`src/hw/ascfe_pkg.sv`:
```
/*
  Shared constants for the serial command front end: command byte layout,
  register selects and widths, reset values and link timing.
  Assumes both ends and the bench import it whole.
*/
package ascfe_pkg;

  // Data path
  localparam int DATA_W = 24;
  localparam int FIFO_DEPTH = 16;
  localparam int ONES_RESET = 32;

  // Command byte fields
  localparam int CMD_WEN_BIT = 7;
  localparam int CMD_RW_BIT = 6;
  localparam int CMD_SEL_HI = 5;
  localparam int CMD_SEL_LO = 3;
  localparam int CMD_CONTINUOUS_READBACK_BIT_BIT = 2;
  localparam logic [7:0] CMD_CONT_ENTER = 8'h5C;
  localparam logic [7:0] CMD_CONT_EXIT = 8'h58;

  // Register selects
  localparam logic [2:0] SEL_COMM = 3'h0;
  localparam logic [2:0] SEL_MODE = 3'h1;
  localparam logic [2:0] SEL_CONF = 3'h2;
  localparam logic [2:0] SEL_DATA = 3'h3;
  localparam logic [2:0] SEL_ID = 3'h4;
  localparam logic [2:0] SEL_RSVD = 3'h5;
  localparam logic [2:0] SEL_OFFS = 3'h6;
  localparam logic [2:0] SEL_FSCL = 3'h7;

  // Transfer lengths in bits
  localparam logic [4:0] W_NONE = 5'h00;
  localparam logic [4:0] W_BYTE = 5'h08;
  localparam logic [4:0] W_SHORT = 5'h10;
  localparam logic [4:0] W_LONG = 5'h18;

  // Reset values; identity value is arbitrary
  localparam logic [7:0] STATUS_RST = 8'h80;
  localparam logic [15:0] MODE_RST = 16'h000A;
  localparam logic [15:0] CONF_RST = 16'h0000;
  localparam logic [23:0] OFFS_RST = 24'h000000;
  localparam logic [23:0] FSCL_RST = 24'h000000;
  localparam logic [7:0] ID_VALUE = 8'h5A;

  // Link clock made by the host
  localparam int CLK_PERIOD_NS = 4;
  localparam int SCLK_PERIOD_NS = 80;
  localparam int SCLK_HALF_CYC = SCLK_PERIOD_NS / (2 * CLK_PERIOD_NS);

  // Host operations
  typedef enum logic [2:0] {
    OP_XFER = 3'h0,
    OP_RESET = 3'h1,
    OP_CONT_ENTER = 3'h2,
    OP_CONT_READ = 3'h3,
    OP_CONT_EXIT = 3'h4
  } ascfe_op_t;

  // Bits following a command; c is the command byte without its gate bit
  function automatic logic [4:0] xfer_bits(input logic [6:0] c);
    case (c[CMD_SEL_HI:CMD_SEL_LO])
      SEL_COMM: xfer_bits = c[CMD_RW_BIT] ? W_BYTE : W_NONE;
      SEL_MODE, SEL_CONF: xfer_bits = W_SHORT;
      SEL_DATA: xfer_bits = (c[CMD_RW_BIT] && c[CMD_CONTINUOUS_READBACK_BIT_BIT]) ? W_NONE : W_LONG;
      SEL_OFFS, SEL_FSCL: xfer_bits = W_LONG;
      default: xfer_bits = W_BYTE;
    endcase
  endfunction : xfer_bits

endpackage : ascfe_pkg

```
`src/hw/ascfe_link_if.sv`:
```
/*
  Serial link between host and converter front end.
  Assumes the bench provides no wire resolution: the data-out line has
  one driver and an enable that marks when it is driven.
*/
`timescale 1ns/1ps
interface ascfe_link_if;
  logic sclk;
  logic cs_n;
  logic din;
  logic dout;
  logic dout_oe;

  modport dev (input sclk, input cs_n, input din, output dout, output dout_oe);
  modport host (output sclk, output cs_n, output din, input dout, input dout_oe);
endinterface : ascfe_link_if

```
`src/hw/ascfe_device.sv`:
```
/*
  Converter end of the serial link: command byte interpreter, register
  transfers, continuous readback, 32-ones reset, and a result FIFO.
  Assumes link pins are asynchronous to clk and are synchronised here.
*/
`timescale 1ns/1ps
module ascfe_fifo
  import ascfe_pkg::*;
#(
  parameter int W = DATA_W,
  parameter int DEPTH = FIFO_DEPTH
) (
  // Clock and reset
  input wire logic clk,
  input wire logic rstn,
  // Fill side
  input wire logic in_valid,
  input wire logic [W-1:0] in_data,
  output logic in_ready,
  // Drain side
  output logic out_valid,
  output logic [W-1:0] out_data,
  input wire logic out_ready
);
  localparam int PW = $clog2(DEPTH);
  localparam int CW = $clog2(DEPTH + 1);
  localparam logic [CW-1:0] FULL = CW'(DEPTH);

  logic [W-1:0] mem_q [DEPTH];
  logic [PW-1:0] wp_q, wp_d, rp_q, rp_d;
  logic [CW-1:0] cnt_q, cnt_d;
  logic ready_q, ready_d, valid_q, valid_d;
  logic wr, rd;

  // Pointer and flag update; flags registered from the next count
  always_comb begin
    wr = in_valid & ready_q;
    rd = valid_q & out_ready;
    wp_d = wr ? PW'(wp_q + 1'b1) : wp_q;
    rp_d = rd ? PW'(rp_q + 1'b1) : rp_q;
    cnt_d = CW'(cnt_q + CW'(wr) - CW'(rd));
    ready_d = cnt_d != FULL;
    valid_d = cnt_d != '0;
  end

  always_ff @(posedge clk or negedge rstn) begin
    if (!rstn) begin
      wp_q <= '0;
      rp_q <= '0;
      cnt_q <= '0;
      ready_q <= 1'b1;
      valid_q <= 1'b0;
    end else begin
      wp_q <= wp_d;
      rp_q <= rp_d;
      cnt_q <= cnt_d;
      ready_q <= ready_d;
      valid_q <= valid_d;
    end
  end

  // Storage has no reset; only written through the write pointer
  always_ff @(posedge clk) begin
    if (wr) begin
      mem_q[wp_q] <= in_data;
    end
  end

  assign in_ready = ready_q;
  assign out_valid = valid_q;
  assign out_data = mem_q[rp_q];
endmodule : ascfe_fifo

module ascfe_device
  import ascfe_pkg::*;
(
  // Clock and reset
  input wire logic clk,
  input wire logic rstn,
  // Serial link
  ascfe_link_if.dev link,
  // Conversion results
  input wire logic res_valid,
  input wire logic [DATA_W-1:0] res_data,
  output logic res_ready,
  // Register contents and status
  output logic [15:0] mode_reg,
  output logic [15:0] conf_reg,
  output logic [23:0] offs_reg,
  output logic [23:0] fscl_reg,
  output logic cont_mode,
  output logic part_reset
);
  typedef enum logic [3:0] {
    D_IDLE = 4'b0001,
    D_CMD = 4'b0010,
    D_XFER = 4'b0100,
    D_CONT = 4'b1000
  } ascfe_dst_t;

  logic sclk_s1, sclk_s2, sclk_s3, cs_n_s1, cs_n_s2, din_s1, din_s2;
  logic rise, fall, sel_low;
  ascfe_dst_t st_q, st_d;
  logic [4:0] bit_q, bit_d, wid_q, wid_d;
  logic [6:0] cmd_q, cmd_d;
  logic [5:0] ones_q, ones_d;
  logic [7:0] hist_q, hist_d;
  logic [23:0] sh_q, sh_d, data_q, data_d, offs_q, offs_d, fscl_q, fscl_d, rv, wv;
  logic [15:0] mode_q, mode_d, conf_q, conf_d;
  logic dout_q, dout_d, oe_q, oe_d, rdy_n_q, rdy_n_d, prst_q, prst_d;
  logic f_valid, pop;
  logic [23:0] f_data;
  logic [6:0] c7;

  // Two flops on every pin before logic; third sclk flop finds edges
  always_ff @(posedge clk or negedge rstn) begin
    if (!rstn) begin
      sclk_s1 <= 1'b1;
      sclk_s2 <= 1'b1;
      sclk_s3 <= 1'b1;
      cs_n_s1 <= 1'b1;
      cs_n_s2 <= 1'b1;
      din_s1 <= 1'b0;
      din_s2 <= 1'b0;
    end else begin
      sclk_s1 <= link.sclk;
      sclk_s2 <= sclk_s1;
      sclk_s3 <= sclk_s2;
      cs_n_s1 <= link.cs_n;
      cs_n_s2 <= cs_n_s1;
      din_s1 <= link.din;
      din_s2 <= din_s1;
    end
  end

  assign sel_low = ~cs_n_s2;
  assign rise = sel_low & sclk_s2 & ~sclk_s3;
  assign fall = sel_low & ~sclk_s2 & sclk_s3;

  // Results wait here; the converter stalls once it is full
  ascfe_fifo #(.W(DATA_W), .DEPTH(FIFO_DEPTH)) u_fifo (
    .clk(clk),
    .rstn(rstn),
    .in_valid(res_valid),
    .in_data(res_data),
    .in_ready(res_ready),
    .out_valid(f_valid),
    .out_data(f_data),
    .out_ready(pop)
  );

  // Interpreter: next state, shift register and register file
  always_comb begin
    st_d = st_q;
    bit_d = bit_q;
    wid_d = wid_q;
    cmd_d = cmd_q;
    ones_d = ones_q;
    hist_d = hist_q;
    sh_d = sh_q;
    data_d = data_q;
    mode_d = mode_q;
    conf_d = conf_q;
    offs_d = offs_q;
    fscl_d = fscl_q;
    dout_d = dout_q;
    rdy_n_d = rdy_n_q;
    prst_d = 1'b0;
    pop = 1'b0;
    oe_d = sel_low;
    c7 = {cmd_q[5:0], din_s2};
    wv = {sh_q[22:0], din_s2};
    // Read source by select; reserved reads as zero
    case (cmd_q[CMD_SEL_HI:CMD_SEL_LO])
      SEL_COMM: rv = {16'h0000, rdy_n_q, 7'h00};
      SEL_MODE: rv = {8'h00, mode_q};
      SEL_CONF: rv = {8'h00, conf_q};
      SEL_DATA: rv = data_q;
      SEL_ID: rv = {16'h0000, ID_VALUE};
      SEL_OFFS: rv = offs_q;
      SEL_FSCL: rv = fscl_q;
      default: rv = 24'h000000;
    endcase
    if (rise) begin
      ones_d = din_s2 ? 6'(ones_q + 1'b1) : 6'h00;
    end
    if (rise && din_s2 && ones_q == 6'(ONES_RESET - 1)) begin
      st_d = D_IDLE;
      ones_d = 6'h00;
      mode_d = MODE_RST;
      conf_d = CONF_RST;
      offs_d = OFFS_RST;
      fscl_d = FSCL_RST;
      rdy_n_d = STATUS_RST[7];
      dout_d = 1'b1;
      prst_d = 1'b1;
    end else begin
      case (st_q)
        D_IDLE: begin
          dout_d = rdy_n_q;
          if (rise && !din_s2) begin
            st_d = D_CMD;
            bit_d = 5'h00;
          end
        end
        D_CMD: begin
          dout_d = rdy_n_q;
          if (rise) begin
            cmd_d = c7;
            bit_d = 5'(bit_q + 1'b1);
            if (bit_q == 5'h06) begin
              bit_d = 5'h00;
              wid_d = xfer_bits(c7);
              if (c7[CMD_RW_BIT] && c7[CMD_SEL_HI:CMD_SEL_LO] == SEL_DATA
                  && c7[CMD_CONTINUOUS_READBACK_BIT_BIT]) begin
                st_d = D_CONT;
                sh_d = data_q;
                hist_d = 8'h00;
              end else if (xfer_bits(c7) == W_NONE) begin
                st_d = D_IDLE;
              end else begin
                st_d = D_XFER;
              end
            end
          end
        end
        D_XFER: begin
          // Load only before the first fall; a later reload would repeat the msb
          if (bit_q == 5'h00 && sclk_s2 && !rise && cmd_q[CMD_RW_BIT]) begin
            sh_d = rv << (W_LONG - wid_q);
          end
          if (fall && cmd_q[CMD_RW_BIT]) begin
            dout_d = sh_q[23];
            sh_d = {sh_q[22:0], 1'b0};
          end
          if (rise) begin
            if (!cmd_q[CMD_RW_BIT]) begin
              sh_d = wv;
            end
            bit_d = 5'(bit_q + 1'b1);
            if (bit_q == 5'(wid_q - 1'b1)) begin
              st_d = D_IDLE;
              bit_d = 5'h00;
              if (cmd_q[CMD_RW_BIT] && cmd_q[CMD_SEL_HI:CMD_SEL_LO] == SEL_DATA) begin
                rdy_n_d = 1'b1;
              end
              if (!cmd_q[CMD_RW_BIT]) begin
                case (cmd_q[CMD_SEL_HI:CMD_SEL_LO])
                  SEL_MODE: begin
                    mode_d = wv[15:0];
                    rdy_n_d = 1'b1;
                  end
                  SEL_CONF: conf_d = wv[15:0];
                  SEL_OFFS: offs_d = wv;
                  SEL_FSCL: fscl_d = wv;
                  default: ;
                endcase
              end
            end
          end
        end
        D_CONT: begin
          // Between words show the ready level, so the host can see it go low
          if (bit_q == 5'h00 && sclk_s2) begin
            dout_d = rdy_n_q;
          end
          if (fall && !rdy_n_q) begin
            dout_d = sh_q[23];
            sh_d = {sh_q[22:0], 1'b0};
          end
          if (rise) begin
            hist_d = {hist_q[6:0], din_s2};
            if (!rdy_n_q) begin
              bit_d = 5'(bit_q + 1'b1);
              if (bit_q == 5'(DATA_W - 1)) begin
                bit_d = 5'h00;
                rdy_n_d = 1'b1;
              end
            end
            if ({hist_q[6:0], din_s2} == CMD_CONT_EXIT) begin
              st_d = D_IDLE;
              bit_d = 5'h00;
            end
          end
        end
        default: st_d = D_IDLE;
      endcase
      // New result only once the last one is read or dropped by a mode write or ones reset, so ready is high first
      if (f_valid && rdy_n_q && st_q != D_XFER && !(st_q == D_CONT && bit_q != 5'h00)) begin
        pop = 1'b1;
        data_d = f_data;
        rdy_n_d = 1'b0;
        if (st_q == D_CONT) begin
          sh_d = f_data;
        end
      end
    end
  end

  always_ff @(posedge clk or negedge rstn) begin
    if (!rstn) begin
      st_q <= D_IDLE;
      bit_q <= 5'h00;
      wid_q <= 5'h00;
      cmd_q <= 7'h00;
      ones_q <= 6'h00;
      hist_q <= 8'h00;
      sh_q <= 24'h000000;
      data_q <= 24'h000000;
      mode_q <= MODE_RST;
      conf_q <= CONF_RST;
      offs_q <= OFFS_RST;
      fscl_q <= FSCL_RST;
      dout_q <= 1'b1;
      oe_q <= 1'b0;
      rdy_n_q <= 1'b1;
      prst_q <= 1'b0;
    end else begin
      st_q <= st_d;
      bit_q <= bit_d;
      wid_q <= wid_d;
      cmd_q <= cmd_d;
      ones_q <= ones_d;
      hist_q <= hist_d;
      sh_q <= sh_d;
      data_q <= data_d;
      mode_q <= mode_d;
      conf_q <= conf_d;
      offs_q <= offs_d;
      fscl_q <= fscl_d;
      dout_q <= dout_d;
      oe_q <= oe_d;
      rdy_n_q <= rdy_n_d;
      prst_q <= prst_d;
    end
  end

  assign link.dout = dout_q;
  assign link.dout_oe = oe_q;
  assign mode_reg = mode_q;
  assign conf_reg = conf_q;
  assign offs_reg = offs_q;
  assign fscl_reg = fscl_q;
  assign cont_mode = st_q == D_CONT;
  assign part_reset = prst_q;
endmodule : ascfe_device

```
`src/flat_wrapper.sv`:
```
// flat-port wrapper written by rule: the top's interface ports become plain ports
module ascfe_device_flat import ascfe_pkg::*;
  (clk, rstn, res_valid, res_data, res_ready, mode_reg, conf_reg, offs_reg, fscl_reg, cont_mode, part_reset, link_sclk, link_cs_n, link_din, link_dout, link_dout_oe);
  ascfe_link_if link_i ();
  input wire logic clk;
  input wire logic rstn;
  input wire logic res_valid;
  input wire logic [DATA_W-1:0] res_data;
  output logic res_ready;
  output logic [15:0] mode_reg;
  output logic [15:0] conf_reg;
  output logic [23:0] offs_reg;
  output logic [23:0] fscl_reg;
  output logic cont_mode;
  output logic part_reset;
  input wire logic [$bits(link_i.sclk)-1:0] link_sclk;
  input wire logic [$bits(link_i.cs_n)-1:0] link_cs_n;
  input wire logic [$bits(link_i.din)-1:0] link_din;
  output wire logic [$bits(link_i.dout)-1:0] link_dout;
  output wire logic [$bits(link_i.dout_oe)-1:0] link_dout_oe;
  assign link_i.sclk = link_sclk;
  assign link_i.cs_n = link_cs_n;
  assign link_i.din = link_din;
  assign link_dout = link_i.dout;
  assign link_dout_oe = link_i.dout_oe;
  ascfe_device u_core (.clk(clk), .rstn(rstn), .link(link_i), .res_valid(res_valid), .res_data(res_data), .res_ready(res_ready), .mode_reg(mode_reg), .conf_reg(conf_reg), .offs_reg(offs_reg), .fscl_reg(fscl_reg), .cont_mode(cont_mode), .part_reset(part_reset));
endmodule
```
`config.mk`:
```
export PLATFORM = sky130hd
export DESIGN_NAME = ascfe_device_flat
export DESIGN_NICKNAME = d
export VERILOG_FILES = /design/src/hw/ascfe_pkg.sv /design/src/hw/ascfe_link_if.sv /design/src/hw/ascfe_device.sv /design/src/flat_wrapper.sv
export SDC_FILE = /design/constraint.sdc
export NUM_CORES = 1
export LEC_CHECK = 0
export BUFFER_PORTS_ARGS = -buffer_cell sky130_fd_sc_hd__buf_2
export CELL_PAD_IN_SITES_DETAIL_PLACEMENT = 1
export CELL_PAD_IN_SITES_GLOBAL_PLACEMENT = 1
export CORE_ASPECT_RATIO = 1.75
export CORE_UTILIZATION = 40
export DETAILED_ROUTE_END_ITERATION = 12
export GPL_ROUTABILITY_DRIVEN = 0
export GPL_TIMING_DRIVEN = 0
export PLACE_DENSITY_LB_ADDON = 0.1
export SLEW_MARGIN = 30
export SYNTH_ARGS = -nofsm -noshare
export SYNTH_HDL_FRONTEND = slang
export SYNTH_HIERARCHICAL = 1
export SYNTH_SLANG_ARGS = --single-unit
```
`constraint.sdc`:
```
create_clock -name clk -period 3.7 [get_ports clk]
set_clock_uncertainty 0.05 [all_clocks]
set_input_delay 0.555 -clock clk [delete_from_list [all_inputs] [get_ports clk]]
set_output_delay 0.555 -clock clk [all_outputs]
set_load 0.01 [all_outputs]
```
=== Word level (Yosys, flattened, before mapping) ===
Memories as Yosys holds them, arrays and structs flattened.
Cells that the tools add are included.

* Add/sub/neg operators: 8
* Eq/ne operators: 42
* Shift-type cells: 1
* Muxes and demuxes: 94
* Bitwise operators: 10
* Reduce and logical (&&, ||, !) cells: 52

{| class="wikitable"
|+ Operators with widths
! kind !! count
|-
| $mux W24 || 22
|-
| $mux W16 || 12
|-
| $pmux W24 S7 || 1
|-
| $mux W5 || 15
|-
| $pmux W24 S3 || 1
|-
| $mux W4 || 10
|-
| $pmux W5 S4 || 2
|-
| $mux W7 || 4
|-
| $ne A3 B1 Y1 const B || 8
|-
| $shl A24 B5 Y24 || 1
|-
| $reduce_and A5 Y1 || 4
|-
| $mux W1 || 19
|-
| $mux W6 || 3
|-
| $logic_and A1 B1 Y1 || 16
|-
| $ne A4 B1 Y1 const B || 4
|-
| $pmux W4 S4 || 1
|-
| $reduce_bool A2 Y1 || 8
|-
| $eq A3 B3 Y1 const B || 5
|-
| $pmux W7 S2 || 1
|-
| $reduce_and A7 Y1 || 2
|-
| $eq A3 B2 Y1 const B || 4
|-
| $ne A2 B1 Y1 const B || 6
|-
| $reduce_bool A4 Y1 || 3
|-
| $logic_not A5 Y1 || 2
|-
| other kinds (34) || 53
|}

* Register bits: 188
* Bits in writable memories: 384
* Input bits: 30
* Output and inout port bits: 85
* Memories: 1

{| class="wikitable"
|+ Memories
! memory !! depth !! width !! rd ports !! clocked after memory_dff !! write ports !! RTL line !! text
|-
| u_core.u_fifo.mem_q || 16 || 24 || 1 || 0 || 1 || ascfe_device.sv:29 || <nowiki>logic [W-1:0] mem_q [DEPTH];</nowiki>
|}

=== Longest topological paths before layout ===
* Depth in word-level cells: 15
* Depth in mapped cells: 19
* Depth with buffers taken out: 15

=== Modules after synthesis ===
Netlist, hierarchy kept.

{| class="wikitable"
|+ By module, submodules not included
! module !! instances !! cells each !! area an instance (um^2)
|-
| ascfe_fifo || 1 || 677 || 15361.0
|-
| ascfe_device || 1 || 1064 || 9764.4
|}

=== Least setup slack after synthesis ===
Ideal clock, no wire load.

* Path kind: register to register
* Start point: register u_core.sclk_s2
* End point: register u_core.u_fifo.valid_q, in the netlist u_core/u_fifo/out_valid
* Library setup time: 0.119 ns
* Arrival time: 3.939 ns
* Setup slack: -0.409 ns
* Cell stages (with the launch flop): 19
* Cells stage by stage: dfstp_2 > or3b_1 > buf_6 > or3_1 > buf_2 > o211ai_2 > inv_1 > clkbuf_1 > and2_1 > clkbuf_1 > ha_1 > inv_1 > ha_1 > inv_1 > fa_1 > nor2b_1 > nand3b_1 > mux2i_1 > a21bo_2

* Cells in the longest elaborated chain, start to end: 8

{| class="wikitable"
|+ RTL lines
! what !! RTL line !! text
|-
| start: declaration || ascfe_device.sv:101 || <nowiki>logic sclk_s1, sclk_s2, sclk_s3, cs_n_s1, cs_n_s2, din_s1, din_s2;</nowiki>
|-
| start signal: assignment || ascfe_device.sv:127 || <nowiki>sclk_s2 <= sclk_s1;</nowiki>
|-
| $and A1 B1 Y1 (2 in a row) || ascfe_device.sv:137 || <nowiki>assign rise = sel_low & sclk_s2 & ~sclk_s3;</nowiki>
|-
| $logic_and A1 B1 Y1 (2 in a row) || ascfe_device.sv:187 || <nowiki>if (rise && din_s2 && ones_q == 6'(ONES_RESET - 1)) begin</nowiki>
|-
| $mux W1 || ascfe_device.sv:187 ||
|-
| via u_core.pop || ascfe_device.sv:111 || <nowiki>logic f_valid, pop;</nowiki>
|-
| $and A1 B1 Y1 || ascfe_device.sv:38 || <nowiki>rd = valid_q & out_ready;</nowiki>
|-
| via u_core.u_fifo.rd || ascfe_device.sv:33 || <nowiki>logic wr, rd;</nowiki>
|-
| $sub A5 B1 Y5 || ascfe_device.sv:41 || <nowiki>cnt_d = CW'(cnt_q + CW'(wr) - CW'(rd));</nowiki>
|-
| $reduce_bool A5 Y1 || ascfe_device.sv:43 || <nowiki>valid_d = cnt_d != '0;</nowiki>
|-
| via u_core.u_fifo.valid_d || ascfe_device.sv:32 || <nowiki>logic ready_q, ready_d, valid_q, valid_d;</nowiki>
|-
| end signal: assignment || ascfe_device.sv:58 || <nowiki>valid_q <= valid_d;</nowiki>
|-
| end: declaration || ascfe_device.sv:32 ||
|}

The timed path passes the listed nets, and every way through them passes these cells.
A chain may end at the register's enable or synchronous reset.

=== Worst setup path after layout ===
* Start point: register u_core.cmd_q[3]
* End point: register u_core.sh_q[20]

* Cells in the longest elaborated chain, start to end: 10

{| class="wikitable"
|+ RTL lines
! what !! RTL line !! text
|-
| start: declaration || ascfe_device.sv:105 || <nowiki>logic [6:0] cmd_q, cmd_d;</nowiki>
|-
| start signal: assignment || ascfe_device.sv:322 || <nowiki>cmd_q <= cmd_d;</nowiki>
|-
| $eq A3 B3 Y1, or another cell as far along || ascfe_device.sv:174 || <nowiki>case (cmd_q[CMD_SEL_HI:CMD_SEL_LO])</nowiki>
|-
| $pmux W24 S7 || ascfe_device.sv:174 ||
|-
| $shl A24 B5 Y24 || ascfe_device.sv:230 || <nowiki>sh_d = rv << (W_LONG - wid_q);</nowiki>
|-
| $mux W24 || ascfe_device.sv:229 || <nowiki>if (bit_q == 5'h00 && sclk_s2 && !rise && cmd_q[CMD_RW_BIT]) begin</nowiki>
|-
| $mux W24 || ascfe_device.sv:232 || <nowiki>if (fall && cmd_q[CMD_RW_BIT]) begin</nowiki>
|-
| $mux W24 || ascfe_device.sv:237 || <nowiki>if (!cmd_q[CMD_RW_BIT]) begin</nowiki>
|-
| $mux W24 || ascfe_device.sv:236 || <nowiki>if (rise) begin</nowiki>
|-
| $pmux W24 S3 (*) || ascfe_device.sv:198 || <nowiki>case (st_q)</nowiki>
|-
| $mux W24 || ascfe_device.sv:293 || <nowiki>if (st_q == D_CONT) begin</nowiki>
|-
| $mux W24 (*) || ascfe_device.sv:289 || <nowiki>if (f_valid && rdy_n_q && st_q != D_XFER && !(st_q == D_CONT && bit_q != 5'h00)) begin</nowiki>
|-
| end signal: assignment || ascfe_device.sv:308 || <nowiki>sh_q <= 24'h000000;</nowiki>
|-
| end signal: assignment || ascfe_device.sv:325 || <nowiki>sh_q <= sh_d;</nowiki>
|-
| end: declaration || ascfe_device.sv:108 || <nowiki>logic [23:0] sh_q, sh_d, data_q, data_d, offs_q, offs_d, fscl_q, fscl_d, rv, wv;</nowiki>
|}

Every way passes the cells marked *; elsewhere a longest branch is shown, timed or not.

==> run metrics <==
Critical-path top delay cell a22oi_1; CTS clock-pin slew for the worst setup and hold paths 60 ps; Post-synth EDFFs 384; required time of the critical path 4210 ps; CP max stage delay 730 ps; CTS Buf Count 53; Avg WL per Cell 30.4 um; Skew-Pair Late Insertion Delay 640 ps; Post-route DRC 0; area of the core 62200 um2; hold path cells 3; first-pass GRT wire length 123 mm; Crit Path Class flip-flop to flip-flop; critical path's top delay family buffers and inverters; final instance area 29300 um2; most frequent cell after synthesis edfxtp_1; hold crit path type input pin to flip-flop; CP Data Arrival Time 4220 ps; layout cells sized above 1 25.8%; share of flip-flops with an asynchronous set or reset 32.5%; Reg2Reg Depth 7; Yosys cell types 91; crit path max fanout 10; 1st-iter DRT viols 991; synth top area cells edfxtp_1 46%, dfrtp_1 17%, mux4_2 8.6%; Pins Over Slew Limit 0; H-tree levels 2; Syn Area/Cell 14.4 um2; total die area 63900 um2; CP dominant cell by count clkbuf_1; Total Nets Final 1981; VDD IR max 0.625 mV; Final Hold Vio Count 0; Yosys reg bits 569; Reg area 16200 um2; yosys warns 6; sequential cell area fraction in the yosys report 64.4%; initial core utilization 40.4%; final WL 84.4 mm; Largest register FFs 384; critical hold path startpoint res_valid; ys flop type edfxtp_1; io pins 115; DIE WIDTH 191 um; PortBufs 114; DP Area 27300 um2; total track usage 27.1%; remaining antenna violation count 0; list of most frequent post-synthesis cells 384 x edfxtp_1, 232 x nand2_1, 174 x dfrtp_1; Via density 5.93; buffers from clock root to sink, at most 3; Root Buffer clkbuf_16; RSZ-0062 raised after global routing true; RR Startpoint u_core/cmd_q[3]; GRT Residual Overflow 0; Worst Slack Setup Final -6.93 ps; failing checks setup timing; Leak 10.7 nW; syn nets 1786; CTS tree done; Die Ht 334 um; Worst Setup SP u_core/cmd_q[3]; ANT cells 0; largest net degree at the start of global routing 74; Area Overhead vs Synth 16.8%; RR Endpoint u_core/sh_q[20]; initial antenna violation count 4; HPWL after DPL 62.8 mm; Sink Count 569; status finished, violations left; max-cap viol count 0; Fillers 6193; area leader, netlist edfxtp_1; TritonRoute pass-1 iters 5; Rows 121; headroom to the max-slew limit 30.4%; Max Clk Rate 270 MHz; Post-Syn Area 25100 um2; via count 16500; worst-margin pin slew 1040 ps; Final Power 15.6 mW; PD cells 531 nW/um2; crit path launch type flip-flop; number of global-route vias before repair 17800; crit share post-route 100%; R2R setup slack -7 ps; worst path cell trace clkbuf_1, clkdlybuf4s15_2, clkbuf_1, a21oi_1, a22oi_1, a221oi_1, nor2_1; Biggest register u_core/u_fifo/mem_q; hold endpoint u_core/u_fifo/wp_q[2]; Critical Path Sink Type flip-flop; Buffers & Inverters on Critical Path 3; Multi-input gate area 8300 um2; post-layout minimum cycle time 3710 ps; Yosys top cell area share 45.9%; # setup viols final 1; Post-Synthesis Cells 1741
-- through the flow --
step	utilization [%]	setup WS (ps)	hold WS, ps	TNS (ps)	std cells
6_report	47.2	-6.93	171	-6.93	2780
5_1_grt	47.2	-43.9	156	-43.9	2780
4_1_cts	47.1	-44.0	142	-44.0	2779
3_5_place_dp	43.8	-1120	297	-4530	2672
3_3_place_gp	43.0	-1300	296	-220340	2654
2_1_floorplan	-	-115	209	-115	1741
-- layer usage --
| metal | global-route usage [%] | part of all wire (%) |
|---|---|---|
| met1 | 28.0 | 34 |
| met5 | 0 | 0.056 |
| met2 | 49.6 | 54 |
| met3 | 4.32 | 4.3 |
| met4 | 18.1 | 7.3 |
-- layout by cell type, fill, tap and decap left out, types with 12 or more instances in the layout --
cell type and instances:
a21oi_1 59, a22o_1 43, a22oi_1 44, a22oi_2 18, a31oi_1 13, and2_2 12, buf_2 144, buf_4 20
bufinv_16 13, clkbuf_1 60, clkbuf_16 54, dfrtp_1 174, edfxtp_1 384, ha_1 12, inv_1 21, mux2_2 31
mux2i_1 31, mux4_2 96, nand2_1 232, nand3_1 26, nor2_1 45, nor3_1 13, o21a_1 18, o21ai_0 88
o22ai_1 17
-- power by group --
group | switching [mW] | leakage [nW] | internal (mW) | total (mW)
clock network | 2.54 | 0.938 | 3.64 | 6.17
registers | 0.193 | 5.97 | 7.40 | 7.59
logic | 1.13 | 3.80 | 0.681 | 1.81
total | 3.85 | 10.7 | 11.7 | 15.6
-- cell families (layout without fill, tap and decap cells) --
family	Yosys count	after routing	share of synthesized area (%)
DFF	569	569	64.4
and+or+nand+nor	423	423	8.37
AOI/OAI and AO/OA	407	407	11.7
muxes	160	160	11.3
buffers and inverters	155	395	3.08
adders and majority gates	15	15	0.777
xor gates and xnor gates	12	12	0.418
-- cell type report --
| type | instances | area share (%) |
|---|---|---|
| clock buffers | 62 | 4.78 |
| flip-flops and latches | 569 | 55.1 |
| plain buffers | 125 | 2.35 |
| repair buffers | 145 | 3.83 |
| well taps | 799 | 3.41 |
| multi-input cells | 1017 | 28.3 |
| clock inverters | 38 | 1.89 |
| inverters | 25 | 0.337 |
-- worst min-delay path, cell delays in order --
cell,delay [ps]
buf_2,110
nand3_1,90
xnor2_1,60
-- what timing repair did --
action	4_1_cts	5_1_grt
setup endpoints to repair	10	14
hold buffers	4	0
buffers inserted	8	1
pin swaps	3	1
resized for setup	11	8
hold endpoints to repair	52	0
-- worst max-delay path by stage --
stage	cells after the start	slack, ps	to
floorplan	18	-120	u_core/u_fifo/out_valid
global placement	1	-1300	u_core/u_fifo/wp_q[1]
detailed placement	18	-1120	u_core/u_fifo/out_valid
CTS	15	-40	u_core/u_fifo/out_valid
global route	15	-40	u_core/u_fifo/out_valid
finish	7	-7	u_core/sh_q[20]
Power figures use the tool's default switching activity.
